File: src/core/rcd_params.svh
`ifndef RCD_PARAMS_SVH
`define RCD_PARAMS_SVH
// register offsets
`define RCD_ADDR_TAP5 8'h75
`define RCD_ADDR_EYE_THR 8'h76
`define RCD_ADDR_SBT_THR 8'h77
`define RCD_ADDR_INT_STAT 8'h78
`define RCD_ADDR_ENABLES 8'h79
`define RCD_ADDR_SEL_A 8'h7A
`define RCD_ADDR_SEL_D 8'h7B
`define RCD_ADDR_PAT_LOW 8'h7C
`define RCD_ADDR_CHG_LIM 8'h7D
`define RCD_ADDR_TAP_LIM 8'h7E
`define RCD_ADDR_ADAPT_CTL 8'h7F
`define RCD_ADDR_EYE_CTR 8'h80
`define RCD_ADDR_CHK_CTL 8'h82
`define RCD_ADDR_ERR_HI 8'h83
`define RCD_ADDR_ERR_LO 8'h84
`define RCD_ADDR_BITS_B5 8'h85
`define RCD_ADDR_BITS_B4 8'h86
`define RCD_ADDR_BITS_B3 8'h87
`define RCD_ADDR_BITS_B2 8'h88
`define RCD_ADDR_BITS_B1 8'h89
`define RCD_ADDR_PAT_HIGH 8'h97
// reset values
`define RCD_RST_EYE_THR 8'h22
`define RCD_RST_SBT_THR 8'h1A
`define RCD_RST_ENABLES 8'h10
`define RCD_RST_CHG_LIM 8'h48
`define RCD_RST_TAP_LIM 8'h13
`define RCD_RST_ADAPT_CTL 8'h3A
`define RCD_RST_CHK_CTL 8'h00
// field positions
`define RCD_EN_CHECKER 6
`define RCD_EN_GENERATOR 5
`define RCD_EN_COMMA 3
`define RCD_EN_LOCK_FLAG 1
`define RCD_EN_SIG_FLAG 0
`define RCD_AC_SKIP_EYE 5
`define RCD_AC_KEEP_ADAPT 4
`define RCD_AC_EITHER_EYE 3
`define RCD_CC_HOLD 7
`define RCD_CC_CLEAR 6
`define RCD_CC_PAT_FORCE 4
`define RCD_CC_POL_FORCE 1
`define RCD_CC_POL_CHOICE 0
// writable bits of the enable register
`define RCD_ENABLES_WMASK 8'h7B
// one threshold step is four eye-opening counts
`define RCD_EYE_STEP_SHIFT 2
`endif

File: src/core/rcd_pkg.sv
package rcd_pkg;
  typedef struct packed {
    logic [7:0] horizontal_eye_opening;
    logic [7:0] vertical_eye_opening;
  } rcd_eye_type;
  typedef struct packed {
    logic tap5_polarity_view;
    logic [3:0] tap5_weight_view;
  } rcd_tap5_type;
  typedef struct packed {
    logic checker_on;
    logic pattern_force;
    logic [1:0] pattern_choice;
    logic polarity_force;
    logic polarity_choice;
  } rcd_checker_type;
  typedef struct packed {
    logic rd;
    logic wr;
    logic [7:0] addr;
    logic [7:0] wdata;
  } rcd_req_type;
endpackage : rcd_pkg

File: src/core/rcd_diag_regs.sv
`timescale 1ns/1ps
`include "rcd_params.svh"
// How it works
// - signal-detect live state reads at status bit 5.
// - clock-recovery lock live state reads at status bit 4.
// - lock rising edge sets sticky flag when enabled; read clears it.
// - any signal-detect change sets sticky flag when enabled; read clears it.
// - eye opening below post-lock limits sets sticky clear-on-read flag when enabled.
// - two 4-bit post-lock limits, vertical high nibble, step four counts.
// - tap 5 polarity at bit 4, weight at bits 3..0, read only.
// - enable bit 6 turns the pattern checker on.
// - enable bit 5 runs the pattern generator.
// - enable bit 3 demands comma checking before lock is declared.
// - enable bits 1 and 0 gate the lock and signal-change flags.
// - 16-bit generator pattern from two write-only bytes.
// - continuous adaption retriggers when eye moves beyond 4-bit change limits.
// - continuous adaption keeps feedback equalizer adapting after lock, else frozen.
// - either-eye option triggers adaption when either measure moves beyond its change limit.
// - skip bit ignores eye lock checks during continuous adaption.
// - hold bit freezes both counters; else they count when checker configured.
// - clear bit holds both counters at zero until written back to 0.
// - pattern force locks checker to chosen PRBS-7/9/15/31, else auto.
// - polarity force locks checker to chosen polarity, else auto.
// - 11-bit error count, bits 10..8 then bits 7..0.
// - 47-bit compared-bit count, most significant bits at lowest offset.
module rcd_diag_regs #(
  parameter int ERR_W = 11,
  parameter int BITS_W = 47
) (
  // clock and reset
  input wire logic clk_i,
  input wire logic sys_rst_i,
  // register port from the management interface
  input wire rcd_pkg::rcd_req_type req_i,
  output logic [7:0] rd_data_o,
  output logic rd_valid_o,
  // analog status pins
  input wire logic signal_present_i,
  input wire logic recovery_locked_i,
  input wire logic eye_loss_flag_on_i,
  // on-clock observation from equalizer and eye monitor
  input wire rcd_pkg::rcd_eye_type eye_i,
  input wire rcd_pkg::rcd_tap5_type tap5_i,
  input wire logic [7:0] eye_center_i,
  // pattern checker events
  input wire logic checker_synced_i,
  input wire logic bit_compared_i,
  input wire logic bit_mismatch_i,
  // controls
  output rcd_pkg::rcd_checker_type checker_o,
  output logic generator_on_o,
  output logic [15:0] user_pattern_word_o,
  output logic comma_lock_check_on_o,
  output logic adapt_allowed_o,
  output logic adapt_trigger_o,
  output logic skip_eye_checks_o
);
  logic [1:0] sig_sync_reg;
  logic [1:0] lock_sync_reg;
  logic [1:0] eyeon_sync_reg;
  logic sig_prev_reg;
  logic lock_prev_reg;
  logic [7:0] eye_thr_reg;
  logic [7:0] sbt_thr_reg;
  logic [7:0] enables_reg;
  logic [7:0] sel_a_reg;
  logic [7:0] sel_d_reg;
  logic [7:0] chg_lim_reg;
  logic [7:0] tap_lim_reg;
  logic [7:0] adapt_ctl_reg;
  logic [7:0] chk_ctl_reg;
  logic [15:0] pattern_reg;
  logic lock_gained_flag_reg;
  logic signal_change_flag_reg;
  logic eye_loss_flag_reg;
  logic eye_low_prev_reg;
  logic [7:0] base_h_reg;
  logic [7:0] base_v_reg;
  logic [ERR_W-1:0] mismatch_total_reg;
  logic [BITS_W-1:0] compared_bits_total_reg;
  logic sig_now;
  logic lock_now;
  logic wr_en;
  logic status_read;
  logic eye_low;
  logic eye_low_ok;
  logic h_moved;
  logic v_moved;
  logic adapt_next;
  logic count_ok;
  logic [7:0] rd_next;
  logic [8:0] h_diff;
  logic [8:0] v_diff;
  logic [7:0] h_floor;
  logic [7:0] v_floor;

  assign sig_now = sig_sync_reg[1];
  assign lock_now = lock_sync_reg[1];
  assign wr_en = req_i.wr;
  assign status_read = req_i.rd && (req_i.addr == `RCD_ADDR_INT_STAT);

  // pins cross in through two flops; only the second is ever looked at
  always_ff @(posedge clk_i) begin
    if (sys_rst_i) begin
      sig_sync_reg <= 2'h0;
      lock_sync_reg <= 2'h0;
      eyeon_sync_reg <= 2'h0;
    end else begin
      sig_sync_reg <= {sig_sync_reg[0], signal_present_i};
      lock_sync_reg <= {lock_sync_reg[0], recovery_locked_i};
      eyeon_sync_reg <= {eyeon_sync_reg[0], eye_loss_flag_on_i};
    end
  end

  // previous levels reset to the pins' idle level, so no false edge follows reset
  always_ff @(posedge clk_i) begin
    if (sys_rst_i) begin
      sig_prev_reg <= 1'b0;
      lock_prev_reg <= 1'b0;
    end else begin
      sig_prev_reg <= sig_now;
      lock_prev_reg <= lock_now;
    end
  end

  // writable registers
  always_ff @(posedge clk_i) begin
    if (sys_rst_i) begin
      eye_thr_reg <= `RCD_RST_EYE_THR;
      sbt_thr_reg <= `RCD_RST_SBT_THR;
      enables_reg <= `RCD_RST_ENABLES;
      sel_a_reg <= 8'h00;
      sel_d_reg <= 8'h00;
      chg_lim_reg <= `RCD_RST_CHG_LIM;
      tap_lim_reg <= `RCD_RST_TAP_LIM;
      adapt_ctl_reg <= `RCD_RST_ADAPT_CTL;
      chk_ctl_reg <= `RCD_RST_CHK_CTL;
      pattern_reg <= 16'h0000;
    end else if (wr_en) begin
      unique case (req_i.addr)
        `RCD_ADDR_EYE_THR: eye_thr_reg <= req_i.wdata;
        `RCD_ADDR_SBT_THR: sbt_thr_reg <= req_i.wdata;
        `RCD_ADDR_ENABLES: begin
          enables_reg <= (req_i.wdata & `RCD_ENABLES_WMASK) |
                         (enables_reg & ~`RCD_ENABLES_WMASK);
        end
        `RCD_ADDR_SEL_A: sel_a_reg <= req_i.wdata;
        `RCD_ADDR_SEL_D: sel_d_reg <= req_i.wdata;
        `RCD_ADDR_PAT_LOW: pattern_reg[7:0] <= req_i.wdata;
        `RCD_ADDR_PAT_HIGH: pattern_reg[15:8] <= req_i.wdata;
        `RCD_ADDR_CHG_LIM: chg_lim_reg <= req_i.wdata;
        `RCD_ADDR_TAP_LIM: tap_lim_reg <= req_i.wdata;
        `RCD_ADDR_ADAPT_CTL: adapt_ctl_reg <= req_i.wdata;
        `RCD_ADDR_CHK_CTL: chk_ctl_reg <= req_i.wdata;
        default: begin
        end
      endcase
    end
  end

  // eye below post-lock limits, each limit step worth four counts
  assign h_floor = {2'b00, eye_thr_reg[3:0], 2'b00};
  assign v_floor = {2'b00, eye_thr_reg[7:4], 2'b00};
  assign eye_low = lock_now &&
                   ((eye_i.horizontal_eye_opening < h_floor) ||
                    (eye_i.vertical_eye_opening < v_floor));
  // eye checks are ignored while continuous adaption is allowed to skip them
  assign eye_low_ok = eye_low && !skip_eye_checks_o;

  // sticky flags: a read clears after its data is captured; a set wins
  always_ff @(posedge clk_i) begin
    if (sys_rst_i) begin
      lock_gained_flag_reg <= 1'b0;
    end else if (enables_reg[`RCD_EN_LOCK_FLAG] && lock_now && !lock_prev_reg) begin
      lock_gained_flag_reg <= 1'b1;
    end else if (status_read) begin
      lock_gained_flag_reg <= 1'b0;
    end
  end

  always_ff @(posedge clk_i) begin
    if (sys_rst_i) begin
      signal_change_flag_reg <= 1'b0;
    end else if (enables_reg[`RCD_EN_SIG_FLAG] && (sig_now != sig_prev_reg)) begin
      signal_change_flag_reg <= 1'b1;
    end else if (status_read) begin
      signal_change_flag_reg <= 1'b0;
    end
  end

  // edge-triggered so a lasting low eye does not refill the flag after every read
  always_ff @(posedge clk_i) begin
    if (sys_rst_i) begin
      eye_low_prev_reg <= 1'b0;
    end else begin
      eye_low_prev_reg <= eye_low_ok;
    end
  end

  always_ff @(posedge clk_i) begin
    if (sys_rst_i) begin
      eye_loss_flag_reg <= 1'b0;
    end else if (eyeon_sync_reg[1] && eye_low_ok && !eye_low_prev_reg) begin
      eye_loss_flag_reg <= 1'b1;
    end else if (status_read) begin
      eye_loss_flag_reg <= 1'b0;
    end
  end

  // continuous adaption: compare against the eye seen at the last adaption
  assign h_diff = (eye_i.horizontal_eye_opening >= base_h_reg) ?
                  {1'b0, eye_i.horizontal_eye_opening - base_h_reg} :
                  {1'b0, base_h_reg - eye_i.horizontal_eye_opening};
  assign v_diff = (eye_i.vertical_eye_opening >= base_v_reg) ?
                  {1'b0, eye_i.vertical_eye_opening - base_v_reg} :
                  {1'b0, base_v_reg - eye_i.vertical_eye_opening};
  assign h_moved = h_diff > {5'h00, chg_lim_reg[7:4]};
  assign v_moved = v_diff > {5'h00, chg_lim_reg[3:0]};
  always_comb begin
    adapt_next = 1'b0;
    if (lock_now && adapt_ctl_reg[`RCD_AC_KEEP_ADAPT] && !adapt_trigger_o) begin
      if (adapt_ctl_reg[`RCD_AC_EITHER_EYE]) begin
        adapt_next = h_moved || v_moved;
      end else begin
        adapt_next = h_moved && v_moved;
      end
    end
  end

  always_ff @(posedge clk_i) begin
    if (sys_rst_i) begin
      adapt_trigger_o <= 1'b0;
      adapt_allowed_o <= 1'b1;
      skip_eye_checks_o <= 1'b0;
    end else begin
      adapt_trigger_o <= adapt_next;
      // frozen after lock unless continuous adaption is on
      adapt_allowed_o <= !lock_now || adapt_ctl_reg[`RCD_AC_KEEP_ADAPT];
      skip_eye_checks_o <= adapt_ctl_reg[`RCD_AC_SKIP_EYE] &&
                           adapt_ctl_reg[`RCD_AC_KEEP_ADAPT] && lock_now;
    end
  end

  // base moves only at lock and at a trigger, so slow drift still fires once it adds up past the limits
  always_ff @(posedge clk_i) begin
    if (sys_rst_i) begin
      base_h_reg <= 8'h00;
      base_v_reg <= 8'h00;
    end else if ((lock_now && !lock_prev_reg) || adapt_next) begin
      base_h_reg <= eye_i.horizontal_eye_opening;
      base_v_reg <= eye_i.vertical_eye_opening;
    end
  end

  // pattern counters saturate rather than wrap, so a long run never reads small
  assign count_ok = enables_reg[`RCD_EN_CHECKER] && checker_synced_i &&
                    !chk_ctl_reg[`RCD_CC_HOLD];
  always_ff @(posedge clk_i) begin
    if (sys_rst_i || chk_ctl_reg[`RCD_CC_CLEAR]) begin
      mismatch_total_reg <= '0;
      compared_bits_total_reg <= '0;
    end else if (count_ok && bit_compared_i) begin
      if (!(&compared_bits_total_reg)) begin
        compared_bits_total_reg <= compared_bits_total_reg + 1'b1;
      end
      if (bit_mismatch_i && !(&mismatch_total_reg)) begin
        mismatch_total_reg <= mismatch_total_reg + 1'b1;
      end
    end
  end

  // read data; unmapped, reserved and write-only offsets read zero
  always_comb begin
    unique case (req_i.addr)
      `RCD_ADDR_TAP5: rd_next = {3'h0, tap5_i};
      `RCD_ADDR_EYE_THR: rd_next = eye_thr_reg;
      `RCD_ADDR_SBT_THR: rd_next = sbt_thr_reg;
      `RCD_ADDR_INT_STAT: begin
        rd_next = {2'h0, sig_now, lock_now, lock_gained_flag_reg,
                   signal_change_flag_reg, 1'b0, eye_loss_flag_reg};
      end
      `RCD_ADDR_ENABLES: rd_next = enables_reg;
      `RCD_ADDR_SEL_A: rd_next = sel_a_reg;
      `RCD_ADDR_SEL_D: rd_next = sel_d_reg;
      `RCD_ADDR_CHG_LIM: rd_next = chg_lim_reg;
      `RCD_ADDR_TAP_LIM: rd_next = tap_lim_reg;
      `RCD_ADDR_ADAPT_CTL: rd_next = adapt_ctl_reg;
      `RCD_ADDR_EYE_CTR: rd_next = eye_center_i;
      `RCD_ADDR_CHK_CTL: rd_next = chk_ctl_reg;
      `RCD_ADDR_ERR_HI: rd_next = {5'h00, mismatch_total_reg[10:8]};
      `RCD_ADDR_ERR_LO: rd_next = mismatch_total_reg[7:0];
      `RCD_ADDR_BITS_B5: rd_next = {1'b0, compared_bits_total_reg[46:40]};
      `RCD_ADDR_BITS_B4: rd_next = compared_bits_total_reg[39:32];
      `RCD_ADDR_BITS_B3: rd_next = compared_bits_total_reg[31:24];
      `RCD_ADDR_BITS_B2: rd_next = compared_bits_total_reg[23:16];
      `RCD_ADDR_BITS_B1: rd_next = compared_bits_total_reg[15:8];
      default: rd_next = 8'h00;
    endcase
  end

  always_ff @(posedge clk_i) begin
    if (sys_rst_i) begin
      rd_valid_o <= 1'b0;
    end else begin
      rd_valid_o <= req_i.rd;
    end
  end

  // read data holds until the next read, so a slow master may pick it up late
  always_ff @(posedge clk_i) begin
    if (sys_rst_i) begin
      rd_data_o <= 8'h00;
    end else if (req_i.rd) begin
      rd_data_o <= rd_next;
    end
  end

  // control outputs
  always_ff @(posedge clk_i) begin
    if (sys_rst_i) begin
      checker_o <= '0;
    end else begin
      checker_o.checker_on <= enables_reg[`RCD_EN_CHECKER];
      checker_o.pattern_force <= chk_ctl_reg[`RCD_CC_PAT_FORCE];
      checker_o.pattern_choice <= chk_ctl_reg[3:2];
      checker_o.polarity_force <= chk_ctl_reg[`RCD_CC_POL_FORCE];
      checker_o.polarity_choice <= chk_ctl_reg[`RCD_CC_POL_CHOICE];
    end
  end

  always_ff @(posedge clk_i) begin
    if (sys_rst_i) begin
      generator_on_o <= 1'b0;
      comma_lock_check_on_o <= 1'b0;
      user_pattern_word_o <= 16'h0000;
    end else begin
      generator_on_o <= enables_reg[`RCD_EN_GENERATOR];
      comma_lock_check_on_o <= enables_reg[`RCD_EN_COMMA];
      user_pattern_word_o <= pattern_reg;
    end
  end
endmodule : rcd_diag_regs

File: config.mk
export PLATFORM = sky130hd
export DESIGN_NAME = rcd_diag_regs
export DESIGN_NICKNAME = d
export VERILOG_FILES = /design/src/core/rcd_pkg.sv /design/src/core/rcd_diag_regs.sv
export VERILOG_INCLUDE_DIRS = /design/src /design/src/core
export SDC_FILE = /design/constraint.sdc
export NUM_CORES = 1
export LEC_CHECK = 0
export BUFFER_PORTS_ARGS = -buffer_cell sky130_fd_sc_hd__buf_2
export CAP_MARGIN = 20
export CORE_ASPECT_RATIO = 1.4
export CORE_MARGIN = 1.5
export CORE_UTILIZATION = 40
export CTS_CLUSTER_SIZE = 14
export DETAILED_ROUTE_END_ITERATION = 10
export GPL_TIMING_DRIVEN = 0
export PLACE_DENSITY_LB_ADDON = 0.3
export SETUP_SLACK_MARGIN = 0.15
export SLEW_MARGIN = 20
export SYNTH_ARGS = -nofsm -noshare
export SYNTH_HDL_FRONTEND = slang
export SYNTH_SLANG_ARGS = --single-unit
File: constraint.sdc
create_clock -name clk_i -period 8.2 [get_ports clk_i]
set_input_delay 0.41 -clock clk_i [delete_from_list [all_inputs] [get_ports clk_i]]
set_output_delay 0.41 -clock clk_i [all_outputs]
set_load 0.02 [all_outputs]
==> results by group <==
Power
  – Worst voltage drop across the vdd grid: 152.7 uV
  – Leakage power summed over all cells: between 4 and 5 nW
  – Power density over cell area: 189.3 mW/mm^2

Synthesis
  – Net count after synthesis: 1348
  – Most area-hungry cell type in the Yosys netlist: sky130_fd_sc_hd__dfxtp_1
  – Leading post-synthesis cells by cell area: sky130_fd_sc_hd__dfxtp_1 (39%), sky130_fd_sc_hd__mux2i_1 (6.0%), sky130_fd_sc_hd__ha_1 (5.4%), sky130_fd_sc_hd__nor2_1 (4.9%), sky130_fd_sc_hd__nand2_1 (4.1%)
  – Number of synthesized flops with an enable pin: 0
  – Part of the Yosys area used for sequential elements: 0.3910
  – Average footprint of a synthesized cell: ~8.6 sq um
  – Yosys top cell area share: 0.3910
  – Number of warnings reported in the yosys synthesis log: 0
  – Commonest cells post-synth: sky130_fd_sc_hd__dfxtp_1 (208), sky130_fd_sc_hd__nor2_1 (140), sky130_fd_sc_hd__nand2_1 (116)
  – Most used flip-flop cell after synthesis: sky130_fd_sc_hd__dfxtp_1
  – Post-synthesis instance total: 1243
  – Fraction of registers with async set/reset: 0
  – Register bit count reported by yosys: 208
  – Number of different library cells in the post-synthesis netlist: 75
  – Synth Cell Area: between 0.01 and 0.015 sq mm
  – Cell with the most instances after synthesis: sky130_fd_sc_hd__dfxtp_1

Clock network
  – Resized cells post-CTS: 0
  – Register clock-pin slew on the reported worst setup and hold paths: 60 ps
  – Post-CTS setup buffer count: 0
  – Worst-case clock buffer depth: 3
  – CTS tree: yes
  – Worst-skew pair later-pin latency: about 510 ps
  – CTS Hold Buffers Added: 0
  – Clock root buffer master: sky130_fd_sc_hd__clkbuf_16
  – CTS H-tree lvls: 1
  – CTS buffer count: 22
  – Total number of clock tree sinks: 208

Placement
  – Port bufs: 86
  – Worst slack, placed: ~3300 ps
  – Post-detail-place hpwl: between 20 and 25 mm
  – Gp weighted congestion: 0.9647

Floorplanning
  – Number of placed I/O pins: 91
  – Die boundary height: 196.1 um
  – Starting Density: 0.4067
  – Count of standard-cell rows: 70
  – X dimension of the die: 140.9 um
  – Die area: 0.02763 sq mm
  – Core area: 0.02619 sq mm

Timing
  – Final Setup Violations: 0
  – Final max-slew violation count: 0
  – Final setup margin: 3552 ps
  – Time the final worst path needs with I/O delays and setup: 4648 ps
  – Upper clock frequency limit: ~220 MHz
  – Final count of hold timing violations: 0
  – Unrepaired setup endpoints after global routing: no
  – Period utilisation layout: 0.5668
  – Slew at the pin closest to its max-slew limit: 1081 ps
  – Final setup TNS: 0 ps
  – Worst slew margin relative to its limit: 0.2739
  – Worst Clk Skew: 11.81 ps
  – Worst slack on hold paths: about 120 ps

Routing
  – Antenna-violating nets left: 0
  – Detailed-route wire length: 32.55 mm
  – Number of optimization iterations in the first detailed-route pass: 5
  – Via total after detailed routing: 9442
  – Number of DRC markers after the initial detailed-route iteration: 666
  – WL per Instance: roughly 19 um
  – Via-per-instance ratio: ~5.6
  – Remaining DRCs: 0

Run
  – Max-capacitance violation count: 0

Global routing
  – Total track usage: 0.2356
  – First-pass GRT wire length: 50.63 mm
  – Remaining global-route overflow: 0
  – Initial antenna violation count: 1
  – Pin count of the biggest net entering global routing: 15
  – Via count of the first global-routing pass: approximately 9100

Finish
  – Ratio of cells with drive above 1 in the final layout: 0.1199
  – Flip-flop count of the largest register, all copies and words added: 47
  – Area delta synth->final: 15.20%
  – Final Net Count: 1458

Setup path
  – Worst-path maximum fanout: 10
  – CP Data Arrival Time: 5040 ps
  – Crit start category: flop
  – Depth of the most critical reg-to-reg path: 19
  – Category of the most critical setup path: flop to flop
  – End of the worst register-to-register path: base_h_reg[2]
  – Worst setup EP type: flop
  – RR Startpoint: base_h_reg[0]
  – Data required, critical path: between 8000 and 9000 ps
  – Register-to-register setup slack: 3550 ps

Worst hold path
  – Hold Crit Depth: 2
  – Hold Crit Endpoint: tap_lim_reg[0]
  – Type of the tightest min-delay check: primary input to flop
  – Launch point of the worst hold path: req_i[0]

Status
  – Run status: finished clean
per-stage QoR:
step | std cells | util | cell area (sq um) | power (mW)
3_5_place_dp | 1653 | 0.4386 | 11490 | 1.270
6_report | 1693 | 0.4685 | 12270 | 2.323
2_1_floorplan | 1243 | - | 10650 | 1.194
3_3_place_gp | 1653 | 0.4386 | 11490 | 1.268
4_1_cts | 1692 | 0.4684 | 12270 | 2.333
5_1_grt | 1692 | 0.4684 | 12270 | 2.401
layout by cell type, fill, tap and decap left out, drive strengths merged, types with 6 or more instances in the layout:
master	instances
xor2	33
a21o	7
buf	104
a22oi	20
nor3	22
o21ai	27
a2111oi	6
mux2i	64
xnor2	21
or3	10
nand3b	10
a211oi	8
nand2b	38
a21oi	65
clkbuf	78
o21a	6
nand2	117
nor2	142
ha	46
nand4	27
dfxtp	208
a221oi	12
nor4	6
a22o	12
a211o	13
nand3	59
nor2b	42
and3	22
inv	63
power by group:
group | switching [mW] | total (mW) | internal (mW) | leakage [nW]
combinational | 0.141 | 0.227 | 0.0857 | 2.77
sequential | 0.00554 | 1.02 | 1.02 | 1.68
clock | 0.422 | 1.07 | 0.651 | 0.380
layer usage:
metal,part of all wire,wire (um),vias to the layer above,track usage
li1,-,-,4560,-
met2,0.50,16140,353,0.4226
met4,0.048,1549,0,0.1057
met3,0.068,2206,91,0.03417
met1,0.39,12650,4438,0.2762
met5,0,0,-,0
worst max-delay path: stages, from the launching register on:
cell,delay [ps]
sky130_fd_sc_hd__dfxtp_1,360
sky130_fd_sc_hd__ha_1,180
sky130_fd_sc_hd__inv_1,60
sky130_fd_sc_hd__fa_1,430
sky130_fd_sc_hd__a211oi_2,300
sky130_fd_sc_hd__o21ai_2,140
sky130_fd_sc_hd__a2111oi_4,310
sky130_fd_sc_hd__nor2_2,130
sky130_fd_sc_hd__mux2_2,310
sky130_fd_sc_hd__ha_1,290
sky130_fd_sc_hd__nor2b_1,130
sky130_fd_sc_hd__o211ai_1,150
sky130_fd_sc_hd__a21oi_1,110
sky130_fd_sc_hd__or4_1,520
sky130_fd_sc_hd__nor3_1,310
sky130_fd_sc_hd__o21ai_1,140
sky130_fd_sc_hd__nand2_2,120
sky130_fd_sc_hd__a31oi_4,190
sky130_fd_sc_hd__buf_6,230
sky130_fd_sc_hd__mux2i_1,120
how the worst max path moves through the flow:
stage | slack (ps) | end | start | cells after the start
after global placement | 3350 | base_h_reg[4] | eye_i[8] | 21
final | 3550 | base_h_reg[2] | base_h_reg[0] | 19
after floorplan | 4090 | base_h_reg[0] | eye_i[8] | 19
after global routing | 3310 | base_h_reg[6] | base_h_reg[0] | 19
after detailed placement | 3310 | base_h_reg[4] | eye_i[8] | 21
after CTS | 3510 | base_h_reg[4] | base_h_reg[0] | 19
area by class of cell:
class | count | area, sq um
Antenna cell | 1 | 2.502
Tap cell | 324 | 405.4
Clock buffer | 30 | 651.9
Buffer | 66 | 297.8
Timing Repair Buffer | 86 | 430.4
Multi-Input combinational cell | 906 | 5952
Sequential cell | 208 | 4164
Inverter | 63 | 236.5
Fill cell | 2567 | 13920
Clock inverter | 9 | 128.9
cells by family (layout without fill, tap and decap cells):
kind of cell               Yosys count  count (layout)  synth area share
AOI/OAI and AO/OA                  213             213            0.1446
xor gates and xnor gates            54              54           0.04441
adders and majority gates           50              50           0.06156
buffers and inverters              129             254           0.05016
DFF                                208             208            0.3910
muxes                               69              69           0.06544
other                                0               1                 0
and+or+nand+nor                    520             520            0.2428
No activity file was read; power rests on OpenSTA's default activity.
